### config.mk
export PLATFORM = sky130hd
export DESIGN_NAME = pwm_channel_waveform_timers
export DESIGN_NICKNAME = d
export VERILOG_FILES = /design/src/core/pwm_timer_pkg.sv /design/src/core/pwm_timer_core.sv /design/src/core/pwm_channel_waveform_timers.sv
export SDC_FILE = /design/constraint.sdc
export NUM_CORES = 2
export LEC_CHECK = 0
export ABC_CLOCK_PERIOD_IN_PS = 5400
export BUFFER_PORTS_ARGS = -buffer_cell sky130_fd_sc_hd__buf_2
export CELL_PAD_IN_SITES_DETAIL_PLACEMENT = 1
export CELL_PAD_IN_SITES_GLOBAL_PLACEMENT = 2
export CORE_MARGIN = 3
export CORE_UTILIZATION = 39
export CTS_BUF_LIST = sky130_fd_sc_hd__clkbuf_4 sky130_fd_sc_hd__clkbuf_8
export CTS_CLUSTER_DIAMETER = 120
export DETAILED_ROUTE_END_ITERATION = 6
export GPL_ROUTABILITY_DRIVEN = 1
export HOLD_SLACK_MARGIN = 0.1
export PLACE_DENSITY_LB_ADDON = 0.1
export SETUP_SLACK_MARGIN = 0.15
export SYNTH_ARGS = -nofsm -noshare
export SYNTH_HDL_FRONTEND = slang
export SYNTH_SLANG_ARGS = --single-unit
### constraint.sdc
create_clock -name sys_clk -period 5.4 [get_ports sys_clk]
set_input_delay 0 -clock sys_clk [delete_from_list [all_inputs] [get_ports sys_clk]]
set_output_delay 0 -clock sys_clk [all_outputs]
set_load 0.01 [all_outputs]
### src/core/pwm_timer_pkg.sv
// pwm_timer_pkg: shared constants for the eight-channel waveform timers.
// assumes one sys_clk domain; prescaled clock choices arrive as enable ticks.
package pwm_timer_pkg;

  // ----------------------------------------------------------------
  // geometry
  // ----------------------------------------------------------------
  localparam int NUM_CHANNELS = 8;
  localparam int NUM_PAIRS    = 4;
  localparam int BYTE_W       = 8;
  localparam int WIDE_W       = 16;

  // ----------------------------------------------------------------
  // reset values
  // ----------------------------------------------------------------
  localparam logic [BYTE_W-1:0] COUNT_RESET = 8'h00;
  localparam logic [BYTE_W-1:0] ZERO_BYTE   = 8'h00;
  localparam logic [WIDE_W-1:0] ZERO_WIDE   = 16'h0000;
  localparam logic [WIDE_W-1:0] ONE_WIDE    = 16'h0001;

  // clock choice per channel: 0 = plain prescaled clock, 1 = scaled clock
  localparam logic CLK_SEL_PLAIN = 1'b0;

endpackage

### src/core/pwm_timer_core.sv
// pwm_timer_core: one waveform timer, counter/period/duty of WIDTH bits.
// assumes tick is a one-cycle enable from the chosen prescaled clock.
`timescale 1ns/100ps

module pwm_timer_core
  import pwm_timer_pkg::*;
#(
  parameter int WIDTH = 8
) (
  input  wire logic             sys_clk,
  input  wire logic             rst_b,
  input  wire logic             clk_en,
  input  wire logic             tick,
  input  wire logic             enable,
  input  wire logic             center,
  input  wire logic             polarity,
  input  wire logic             cnt_write,
  input  wire logic [WIDTH-1:0] period_buf,
  input  wire logic [WIDTH-1:0] duty_buf,
  output logic      [WIDTH-1:0] count,
  output logic                  wave
);

  if (WIDTH < 2 || WIDTH > WIDE_W) begin : g_width_check
    $error("pwm_timer_core: WIDTH out of range");
  end

  localparam logic [WIDTH-1:0] ZERO = '0;
  localparam logic [WIDTH-1:0] ONE  = WIDTH'(1);

  logic [WIDTH-1:0] count_q, count_d;
  logic [WIDTH-1:0] per_q, per_d;
  logic [WIDTH-1:0] dty_q, dty_d;
  logic             down_q, down_d;
  logic             ff_q, ff_d;
  logic             wave_q, wave_d;
  logic             raw;

  // ----------------------------------------------------------------
  // counter, direction, active latches, output flip-flop
  // ----------------------------------------------------------------
  always_comb begin
    count_d = count_q;
    down_d  = down_q;
    ff_d    = ff_q;
    per_d   = per_q;
    dty_d   = dty_q;
    if (cnt_write) begin
      count_d = ZERO;
      down_d  = 1'b0;
      ff_d    = 1'b0;
      per_d   = period_buf;
      dty_d   = duty_buf;
    end else if (!enable) begin
      // disabled: buffers pass straight into the active latches
      per_d = period_buf;
      dty_d = duty_buf;
      if (period_buf == ZERO) begin
        count_d = ZERO;
      end
    end else if (tick) begin
      if (per_q == ZERO) begin
        count_d = ZERO;
        per_d   = period_buf;
        dty_d   = duty_buf;
      end else if (!center) begin
        // left aligned: 0 .. period-1, up only
        if (count_q + ONE == per_q) begin
          count_d = ZERO;
          ff_d    = 1'b0;
          per_d   = period_buf;
          dty_d   = duty_buf;
        end else begin
          count_d = count_q + ONE;
          if (count_q + ONE == dty_q) begin
            ff_d = ~ff_q;
          end
        end
      end else begin
        // center aligned: 0 .. period .. 0
        if (!down_q || count_q == ZERO) begin
          if (count_q == per_q) begin
            down_d  = 1'b1;
            count_d = count_q - ONE;
          end else begin
            down_d  = 1'b0;
            count_d = count_q + ONE;
          end
        end else begin
          count_d = count_q - ONE;
        end
        if (count_d == dty_q && count_d != ZERO) begin
          ff_d = ~ff_q;
        end
        if (down_d && count_d == ZERO) begin
          down_d = 1'b0;
          ff_d   = 1'b0;
          per_d  = period_buf;
          dty_d  = duty_buf;
        end
      end
    end
  end

  // ----------------------------------------------------------------
  // boundary cases and polarity
  // ----------------------------------------------------------------
  always_comb begin
    if (per_q == ZERO) begin
      raw = 1'b1;
    end else if (dty_q == ZERO) begin
      raw = 1'b0;
    end else if (dty_q >= per_q) begin
      raw = 1'b1;
    end else begin
      raw = ~ff_q;
    end
    wave_d = polarity ? raw : ~raw;
  end

  always_ff @(posedge sys_clk or negedge rst_b) begin
    if (!rst_b) begin
      count_q <= ZERO;
      down_q  <= 1'b0;
      ff_q    <= 1'b0;
      per_q   <= ZERO;
      dty_q   <= ZERO;
      wave_q  <= 1'b0;
    end else if (clk_en) begin
      count_q <= count_d;
      down_q  <= down_d;
      ff_q    <= ff_d;
      per_q   <= per_d;
      dty_q   <= dty_d;
      wave_q  <= wave_d;
    end
  end

  assign count = count_q;
  assign wave  = wave_q;

endmodule

### src/core/pwm_channel_waveform_timers.sv
// pwm_channel_waveform_timers: eight 8-bit waveform timers, pairable to 16 bits.
// assumes prescaled clocks arrive as one-cycle ticks in the sys_clk domain,
// and that software writes counters by pulsing the per-channel write strobes.
`timescale 1ns/100ps

module pwm_channel_waveform_timers
  import pwm_timer_pkg::*;
#(
  parameter int CHANNELS = NUM_CHANNELS
) (
  input  wire logic                         sys_clk,
  input  wire logic                         rst_b,
  input  wire logic                         clk_en,
  input  wire logic                         tick_a,
  input  wire logic                         tick_b,
  input  wire logic                         tick_sa,
  input  wire logic                         tick_sb,
  input  wire logic [CHANNELS-1:0]          channel_enable_bit,
  input  wire logic [CHANNELS-1:0]          center_align_select,
  input  wire logic [CHANNELS-1:0]          channel_polarity_bit,
  input  wire logic [CHANNELS-1:0]          channel_clock_select,
  input  wire logic                         join_pair_0_1,
  input  wire logic                         join_pair_2_3,
  input  wire logic                         join_pair_4_5,
  input  wire logic                         join_pair_6_7,
  input  wire logic [CHANNELS*BYTE_W-1:0]   channel_period_value,
  input  wire logic [CHANNELS*BYTE_W-1:0]   channel_duty_value,
  input  wire logic [CHANNELS-1:0]          counter_write,
  output logic      [CHANNELS*BYTE_W-1:0]   channel_counter_value,
  output logic      [CHANNELS-1:0]          channel_out,
  output logic      [CHANNELS-1:0]          channel_out_en
);

  if (CHANNELS != NUM_CHANNELS) begin : g_channels_check
    $error("pwm_channel_waveform_timers: CHANNELS must be 8");
  end

  logic [NUM_PAIRS-1:0]        join_bits;
  logic [CHANNELS-1:0]         tick_ch;
  logic [CHANNELS-1:0]         wave8;
  logic [CHANNELS*BYTE_W-1:0]  count8;
  logic [NUM_PAIRS-1:0]        wave16;
  logic [NUM_PAIRS*WIDE_W-1:0] count16;

  assign join_bits = {join_pair_6_7, join_pair_4_5, join_pair_2_3, join_pair_0_1};

  // ----------------------------------------------------------------
  // clock choice: channels 0,1,4,5 use A/SA, 2,3,6,7 use B/SB
  // ----------------------------------------------------------------
  always_comb begin
    for (int c = 0; c < CHANNELS; c++) begin
      if (c[1] == 1'b0) begin
        tick_ch[c] = (channel_clock_select[c] == CLK_SEL_PLAIN) ? tick_a : tick_sa;
      end else begin
        tick_ch[c] = (channel_clock_select[c] == CLK_SEL_PLAIN) ? tick_b : tick_sb;
      end
    end
  end

  // ----------------------------------------------------------------
  // per pair: two 8-bit timers plus one 16-bit timer
  // ----------------------------------------------------------------
  // both widths are built side by side; the join bit picks which one is live.
  // unused timers are held disabled: the count stops unless written or the period is zero, and the active latches follow the buffers.
  for (genvar p = 0; p < NUM_PAIRS; p++) begin : g_pair
    localparam int EV = 2 * p;
    localparam int OD = 2 * p + 1;

    for (genvar k = 0; k < 2; k++) begin : g_byte
      localparam int CH = 2 * p + k;
      pwm_timer_core #(.WIDTH(BYTE_W)) u_t8 (
        .sys_clk    (sys_clk),
        .rst_b      (rst_b),
        .clk_en     (clk_en),
        .tick       (tick_ch[CH]),
        .enable     (channel_enable_bit[CH] & ~join_bits[p]),
        .center     (center_align_select[CH]),
        .polarity   (channel_polarity_bit[CH]),
        .cnt_write  (counter_write[CH]),
        .period_buf (channel_period_value[CH*BYTE_W +: BYTE_W]),
        .duty_buf   (channel_duty_value[CH*BYTE_W +: BYTE_W]),
        .count      (count8[CH*BYTE_W +: BYTE_W]),
        .wave       (wave8[CH])
      );
    end

    pwm_timer_core #(.WIDTH(WIDE_W)) u_t16 (
      .sys_clk    (sys_clk),
      .rst_b      (rst_b),
      .clk_en     (clk_en),
      .tick       (tick_ch[OD]),
      .enable     (channel_enable_bit[OD] & join_bits[p]),
      .center     (center_align_select[OD]),
      .polarity   (channel_polarity_bit[OD]),
      .cnt_write  (counter_write[EV] | counter_write[OD]),
      .period_buf ({channel_period_value[EV*BYTE_W +: BYTE_W],
                    channel_period_value[OD*BYTE_W +: BYTE_W]}),
      .duty_buf   ({channel_duty_value[EV*BYTE_W +: BYTE_W],
                    channel_duty_value[OD*BYTE_W +: BYTE_W]}),
      .count      (count16[p*WIDE_W +: WIDE_W]),
      .wave       (wave16[p])
    );
  end

  // ----------------------------------------------------------------
  // output routing
  // ----------------------------------------------------------------
  always_comb begin
    for (int p = 0; p < NUM_PAIRS; p++) begin
      if (join_bits[p]) begin
        channel_counter_value[2*p*BYTE_W +: BYTE_W]     = count16[p*WIDE_W + BYTE_W +: BYTE_W];
        channel_counter_value[(2*p+1)*BYTE_W +: BYTE_W] = count16[p*WIDE_W +: BYTE_W];
        channel_out[2*p]      = 1'b0;
        channel_out_en[2*p]   = 1'b0;
        channel_out[2*p+1]    = wave16[p];
        channel_out_en[2*p+1] = channel_enable_bit[2*p+1];
      end else begin
        channel_counter_value[2*p*BYTE_W +: BYTE_W]     = count8[2*p*BYTE_W +: BYTE_W];
        channel_counter_value[(2*p+1)*BYTE_W +: BYTE_W] = count8[(2*p+1)*BYTE_W +: BYTE_W];
        channel_out[2*p]      = wave8[2*p];
        channel_out_en[2*p]   = channel_enable_bit[2*p];
        channel_out[2*p+1]    = wave8[2*p+1];
        channel_out_en[2*p+1] = channel_enable_bit[2*p+1];
      end
    end
  end

endmodule

# After elaboration in Yosys (flattened, before gate mapping)
# Index checks and enable logic that the tools add are counted.
[totals]
wordCells = 1156
register_bits = 420
out_inout_bits = 80
[classes]
n_lt_le_gt_ge = 12
addsub = 24
n_eq_ne = 108
reduce_logical = 228
muxes = 668
bitwise = 44
[op_table]
columns = ["op", "n"]
rows = [
  ["$mux 16", 116],
  ["$mux 8", 224],
  ["$mux 1", 324],
  ["$logic_not 16->1", 20],
  ["$logic_not 8->1", 40],
  ["$eq 16x16->1", 16],
  ["$eq 8x8->1", 32],
  ["$ne 5x5->1 const B", 24],
  ["$reduce_and 6->1", 12],
  ["$reduce_bool 2->1", 36],
  ["$add 16x1->16 const B", 4],
  ["$add 8x1->8 const B", 8],
  ["$ge 16x16->1", 4],
  ["$ge 8x8->1", 8],
  ["$reduce_bool 16->1", 4],
  ["$reduce_bool 8->1", 8],
  ["$sub 16x1->16 const B", 4],
  ["$sub 8x1->8 const B", 8],
  ["$reduce_and 5->1", 12],
  ["$ne 4x1->1 const B", 12],
  ["$reduce_and 4->1", 12],
  ["$reduce_bool 4->1", 12],
  ["$reduce_and 3->1", 12],
  ["$reduce_bool 3->1", 12],
  ["other kinds (11)", 120],
]

# Logic depth before layout (Yosys ltp)
[depth]
word_depth = 17
depth_mapped = 17
ltp_nobuf = 13

# Modules after synthesis
# Synthesis repeated with hierarchy kept, for this count alone.
[unflattened]
hier_cells = 4752
area_unflattened_um2 = 41936.5
[modules_own_cells]
columns = ["mod", "area_each_um2", "cells_per_inst", "seq_area_each_um2", "instances"]
rows = [
  ["pwm_timer_core at g_pair[0].g_byte[0].u_t8 ...", 2854.0, 342, 675.6, 3],
  ["pwm_timer_core at g_pair[0].u_t16", 5142.4, 574, 1276.2, 1],
  ["pwm_timer_core at g_pair[2].g_byte[0].u_t8 ...", 2522.4, 277, 675.6, 2],
  ["pwm_timer_core at g_pair[3].g_byte[0].u_t8 ...", 2504.9, 291, 675.6, 2],
  ["pwm_timer_core at g_pair[1].u_t16", 4889.7, 532, 1276.2, 1],
  ["pwm_timer_core at g_pair[3].u_t16", 4788.3, 559, 1276.2, 1],
  ["pwm_timer_core at g_pair[2].u_t16", 4609.4, 533, 1276.2, 1],
  ["pwm_timer_core at g_pair[1].g_byte[0].u_t8", 2548.7, 284, 675.6, 1],
  ["pwm_channel_waveform_timers", 1341.3, 108, 0.0, 1],
]

# Worst setup path after synthesis
# Ideal clock, no wire load.
[synth_path]
path_type = "reg-to-reg"
startpoint = "register g_pair[0].u_t16.count_q[0]"
endpoint = "register g_pair[0].u_t16.dty_q[0]"
t_arrival_ns = 3.961
required_time_ns = 5.275
slack_ns = 1.314
setup_time_ns = 0.125
stages_incl_launch_ff = 18
path_buffers = 4
cell_sequence = "dfrtp_1 > clkbuf_1 > inv_1 > ha_1 > clkbuf_1 > nor3b_1 > nand4b_1 > o31a_1 > a21o_1 > buf_2 > mux2i_1 > xnor2_1 > nor4_1 > and3_1 > nand2_1 > a31oi_2 > buf_2 > mux2_2"
[synth_between]
elab_chain_cells = 12
[synth_rtl]
columns = ["item", "line", "rtl"]
rows = [
  ["start, declared", "pwm_timer_core.sv:31", "logic [WIDTH-1:0] count_q, count_d;"],
  ["start signal, assigned", "pwm_timer_core.sv:130", "count_q <= count_d;"],
  ["$add 16x1->16, or another cell as far along", "pwm_timer_core.sv:68, pwm_timer_core.sv:87", ""],
  ["$mux 16 / $logic_or 1x1->1 (equally long branches)", "pwm_timer_core.sv:82, pwm_timer_core.sv:81", ""],
  ["$mux 16", "pwm_timer_core.sv:81", "if (!down_q || count_q == ZERO) begin"],
  ["$mux 16", "pwm_timer_core.sv:66", "end else if (!center) begin"],
  ["$mux 16", "pwm_timer_core.sv:62", "if (per_q == ZERO) begin"],
  ["$mux 16", "pwm_timer_core.sv:61", "end else if (tick) begin"],
  ["$mux 16", "pwm_timer_core.sv:54", "end else if (!enable) begin"],
  ["$mux 16", "pwm_timer_core.sv:48", "if (cnt_write) begin"],
  ["$logic_not 16->1", "pwm_timer_core.sv:95", "if (down_d && count_d == ZERO) begin"],
  ["$logic_and 1x1->1", "pwm_timer_core.sv:95", ""],
  ["$ne 5x5->1 (no source line)", "n/a", ""],
  ["$reduce_and 4->1 (no source line) (*)", "n/a", ""],
  ["end signal, assigned", "pwm_timer_core.sv:134", "dty_q <= dty_d;"],
  ["end, declared", "pwm_timer_core.sv:33", "logic [WIDTH-1:0] dty_q, dty_d;"],
]
# Every way passes the cells marked *; elsewhere a longest branch is shown, timed or not. The select of a mux whose other input is x is not followed.
# A chain may end at the register's enable or synchronous reset.

# Final worst setup path
[layout_path]
startpoint = "register g_pair[1].u_t16.count_q[0]"
endpoint = "register g_pair[1].u_t16.dty_q[15]"
[layout_between]
elab_chain_cells = 12
[layout_rtl]
columns = ["item", "line"]
rows = [
  ["start, declared", "pwm_timer_core.sv:31"],
  ["start signal, assigned", "pwm_timer_core.sv:130"],
  ["$add 16x1->16, or another cell as far along", "pwm_timer_core.sv:68, pwm_timer_core.sv:87"],
  ["$mux 16 / $logic_or 1x1->1 (equally long branches)", "pwm_timer_core.sv:82, pwm_timer_core.sv:81"],
  ["$mux 16", "pwm_timer_core.sv:81"],
  ["$mux 16", "pwm_timer_core.sv:66"],
  ["$mux 16", "pwm_timer_core.sv:62"],
  ["$mux 16", "pwm_timer_core.sv:61"],
  ["$mux 16", "pwm_timer_core.sv:54"],
  ["$mux 16", "pwm_timer_core.sv:48"],
  ["$logic_not 16->1", "pwm_timer_core.sv:95"],
  ["$logic_and 1x1->1", "pwm_timer_core.sv:95"],
  ["$ne 5x5->1 (no source line)", "n/a"],
  ["$reduce_and 4->1 (no source line) (*)", "n/a"],
  ["end signal, assigned", "pwm_timer_core.sv:134"],
  ["end, declared", "pwm_timer_core.sv:33"],
]
# Marks and branches as above.

==> results.toml <==
[status]
status = "finished, final reports clean"

[synthesis]
synth_edf_count = 0
ys_warn_count = 0
synthFlopType = "dfrtp_1"
synth.distinct_cells = 92
synth_nets = 4779
synth_seq_area_share_pct = 27.8
async_flop_share_pct = 100
netlist_instances = 4440
ys_ff_latch = 420
syn_area_per_cell_um2 = 8.50
syn-cell-area_um2 = 37800

[place]
dp.cells = 5804
place_congestion = 0.932
portBuffers = 258
dp_hpwl_um = 114000

[route]
antenna_left = 0
via_per_inst = 5.84
routed_wl_um = 158000
avgRoutedWirePerCell_um = 25.2
drc_errors = 0
drtIter0Drc = 2781
num_vias = 36600
first_pass_iters = 5

[sta]
setup-tns-final_ns = 0
worst_slew_pin_slew_ns = 1.20
relSlewSlack_pct = 19.0
setup_viol = 0
finalHoldViolCount = 0
rsz0062_at_grt = "false"
fmax_mhz = 204
fin_skew_ns = 0.0408
slew_violations = 0
fin_crit_sh_pct = 90.9
hold_slack_ns = 0.177
period_needed_ns = 4.91

[worst_setup_path]
r2r_cells = 12
crit_arrival_ns = 5.51
worstSetupPathType = "flop to flop"
critPathMaxFanout = 32
required_ns = 6.00
crit_path_start_kind = "flop"
crit_path_end_kind = "flop"

[finish]
final_nets = 5273
area_growth_pct = 20.6
final_common_cell = "xnor2_1"
fill_cells = 11300
final_cell_mix = "xnor2_1 (422), dfrtp_1 (420), nand2_1 (347)"
multi_input_area_um2 = 25200
seq_area_um2 = 10500
layout-drive-gt1-share_pct = 18.0
finalNonFillerCells = 6265

[clock_tree]
cts_buffers = 82
clockBufferDepth = 3
cts-root-buf = "clkbuf_8"
ctsHtreeMaxLevel = 3
worstSkewPairLatency_ns = 0.76
cts.sinks = 420
cts_tree = "done"
clkTransAtPathRegs_ns = 0.07

[die]
row_count = 113
die_y_um = 317
core_um2 = 95400
die_area_um2 = 101000
die_w_um = 317
start_util_pct = 39.6
boundaryPins = 259

[job]
maxCapViolCount = 0

[global_routing]
gr-total-overflow = 0
antenna_found_initial = 4
grt_first_pass_wirelength_um = 242000
grt_pass1_vias = 38400
grt_max_degree = 131
grt_usage_pct = 31.1

[min_path]
hp-class = "input port to flop"
hold-path-cell-count = 6

[pwr]
p_total_w = 0.0106
ir_worst_vdd_uv = 166
leakage_nw = 19.5
p_per_area_nw_per_um2 = 233
-- area by class of cell --
class | instances | area share [%]
repair buffers | 721 | 12.3
clock inverters | 23 | 0.443
clock buffers | 124 | 3.46
well taps | 1265 | 3.48
multi-input cells | 3499 | 55.4
inverters | 210 | 1.73
flip-flops and latches | 420 | 23.1
diodes | 3 | 0.0165
-- power by group --
| part | switching, W | leakage [nW] | internal, W |
|---|---|---|---|
| combinational | 0.00155 | 13.3 | 0.00140 |
| clock | 0.00159 | 0.947 | 0.00201 |
| sequential | 0.000596 | 5.25 | 0.00345 |
| total | 0.00374 | 19.5 | 0.00685 |
-- critical path, cell delays in order (launching register included) --
cell and delay [ns]:
dfrtp_1 0.53, xor2_1 0.23, or4_1 0.52, nor4_1 0.31, a21o_1 0.47, buf_4 0.39
mux2i_1 0.35, xnor2_1 0.12, or2_2 0.33, or3_4 0.38, o21ai_2 0.15, o21a_4 0.59
mux2_2 0.40
-- kinds of logic after synthesis --
group                      after synthesis  synth area share [%]
and+or+nand+nor                       1422                  19.4
buffers and inverters                  521                  5.47
DFF                                    420                  27.8
xor gates and xnor gates               666                  15.7
muxes                                  386                  11.6
AOI/OAI and AO/OA                      864                  14.7
adders and majority gates              161                  5.33
-- final timing paths --
path                                                from                                 to  slack (ns)
max                             g_pair[1].u_t16.count[0]          g_pair[1].u_t16.dty_q[15]        0.49
min                              channel_clock_select[6]    g_pair[3].g_byte[0].u_t8.down_q        0.18
max reg2reg                     g_pair[1].u_t16.count[0]          g_pair[1].u_t16.dty_q[15]        0.49
min reg2reg                g_pair[3].g_byte[0].u_t8.ff_q      g_pair[3].g_byte[0].u_t8.ff_q        0.50
max in group asynchronous                          rst_b  g_pair[1].g_byte[0].u_t8.count[7]        4.01
min in group asynchronous                          rst_b          g_pair[2].u_t16.count[10]        0.50
-- cells in the mapped netlist (all sizes together) (27+ instances only) --
cell | number | share of area [%]
a21o | 70 | 1.4
a21oi | 141 | 1.9
a31oi | 30 | 0.51
and3 | 66 | 1.1
buf | 72 | 1.0
clkbuf | 239 | 2.4
dfrtp | 420 | 28
ha | 160 | 5.3
inv | 207 | 2.1
mux2 | 302 | 9.3
mux2i | 83 | 2.2
nand2 | 347 | 3.5
nand2b | 53 | 0.88
nand3 | 120 | 1.6
nand4 | 78 | 1.3
nor2 | 256 | 2.5
nor2b | 40 | 0.66
nor3 | 130 | 1.7
nor3b | 27 | 0.54
nor4 | 141 | 2.4
o21ai | 329 | 4.4
o31ai | 33 | 0.67
or3 | 28 | 0.48
or4 | 43 | 0.86
xnor2 | 422 | 9.8
xor2 | 237 | 5.5
-- layer usage --
layer | up-vias | track usage [%] | part of all wire [%]
li1 | 16900 | - | -
met1 | 18500 | 41.8 | 45
met2 | 982 | 52.3 | 48
met3 | 252 | 3.76 | 4.3
met4 | 0 | 8.94 | 2.8
met5 | - | 0 | 0
-- metrics by stage --
step	util, %	area, um^2	worst slack (ns)
after detailed placement	42.5	40600	0.428
after CTS	47.7	45500	0.391
after global placement	42.5	40600	0.671
after global routing	47.7	45500	0.171
final	47.7	45500	0.492
after floorplan	-	37800	1.31
-- sequential cells by signal (all words and copies together) (netlist names) --
register / flops
g_pair.g_byte.u_t8.count: 64
g_pair.g_byte.u_t8.down_q: 8
g_pair.g_byte.u_t8.dty_q: 64
g_pair.g_byte.u_t8.ff_q: 8
g_pair.g_byte.u_t8.per_q: 64
g_pair.g_byte.u_t8.wave: 8
g_pair.u_t16.count: 64
g_pair.u_t16.down_q: 4
g_pair.u_t16.dty_q: 64
g_pair.u_t16.ff_q: 4
g_pair.u_t16.per_q: 64
g_pair.u_t16.wave: 4
-- repair_timing --
| item | CTS | global route |
|---|---|---|
| hold buffers | 311 | 0 |
| endpoints found under the hold margin | 705 | 0 |
| resized for setup | 0 | 1 |
| buffers inserted | 0 | 0 |
| setup endpoints to repair | 0 | 32 |
(Power assumes the default switching activity.)
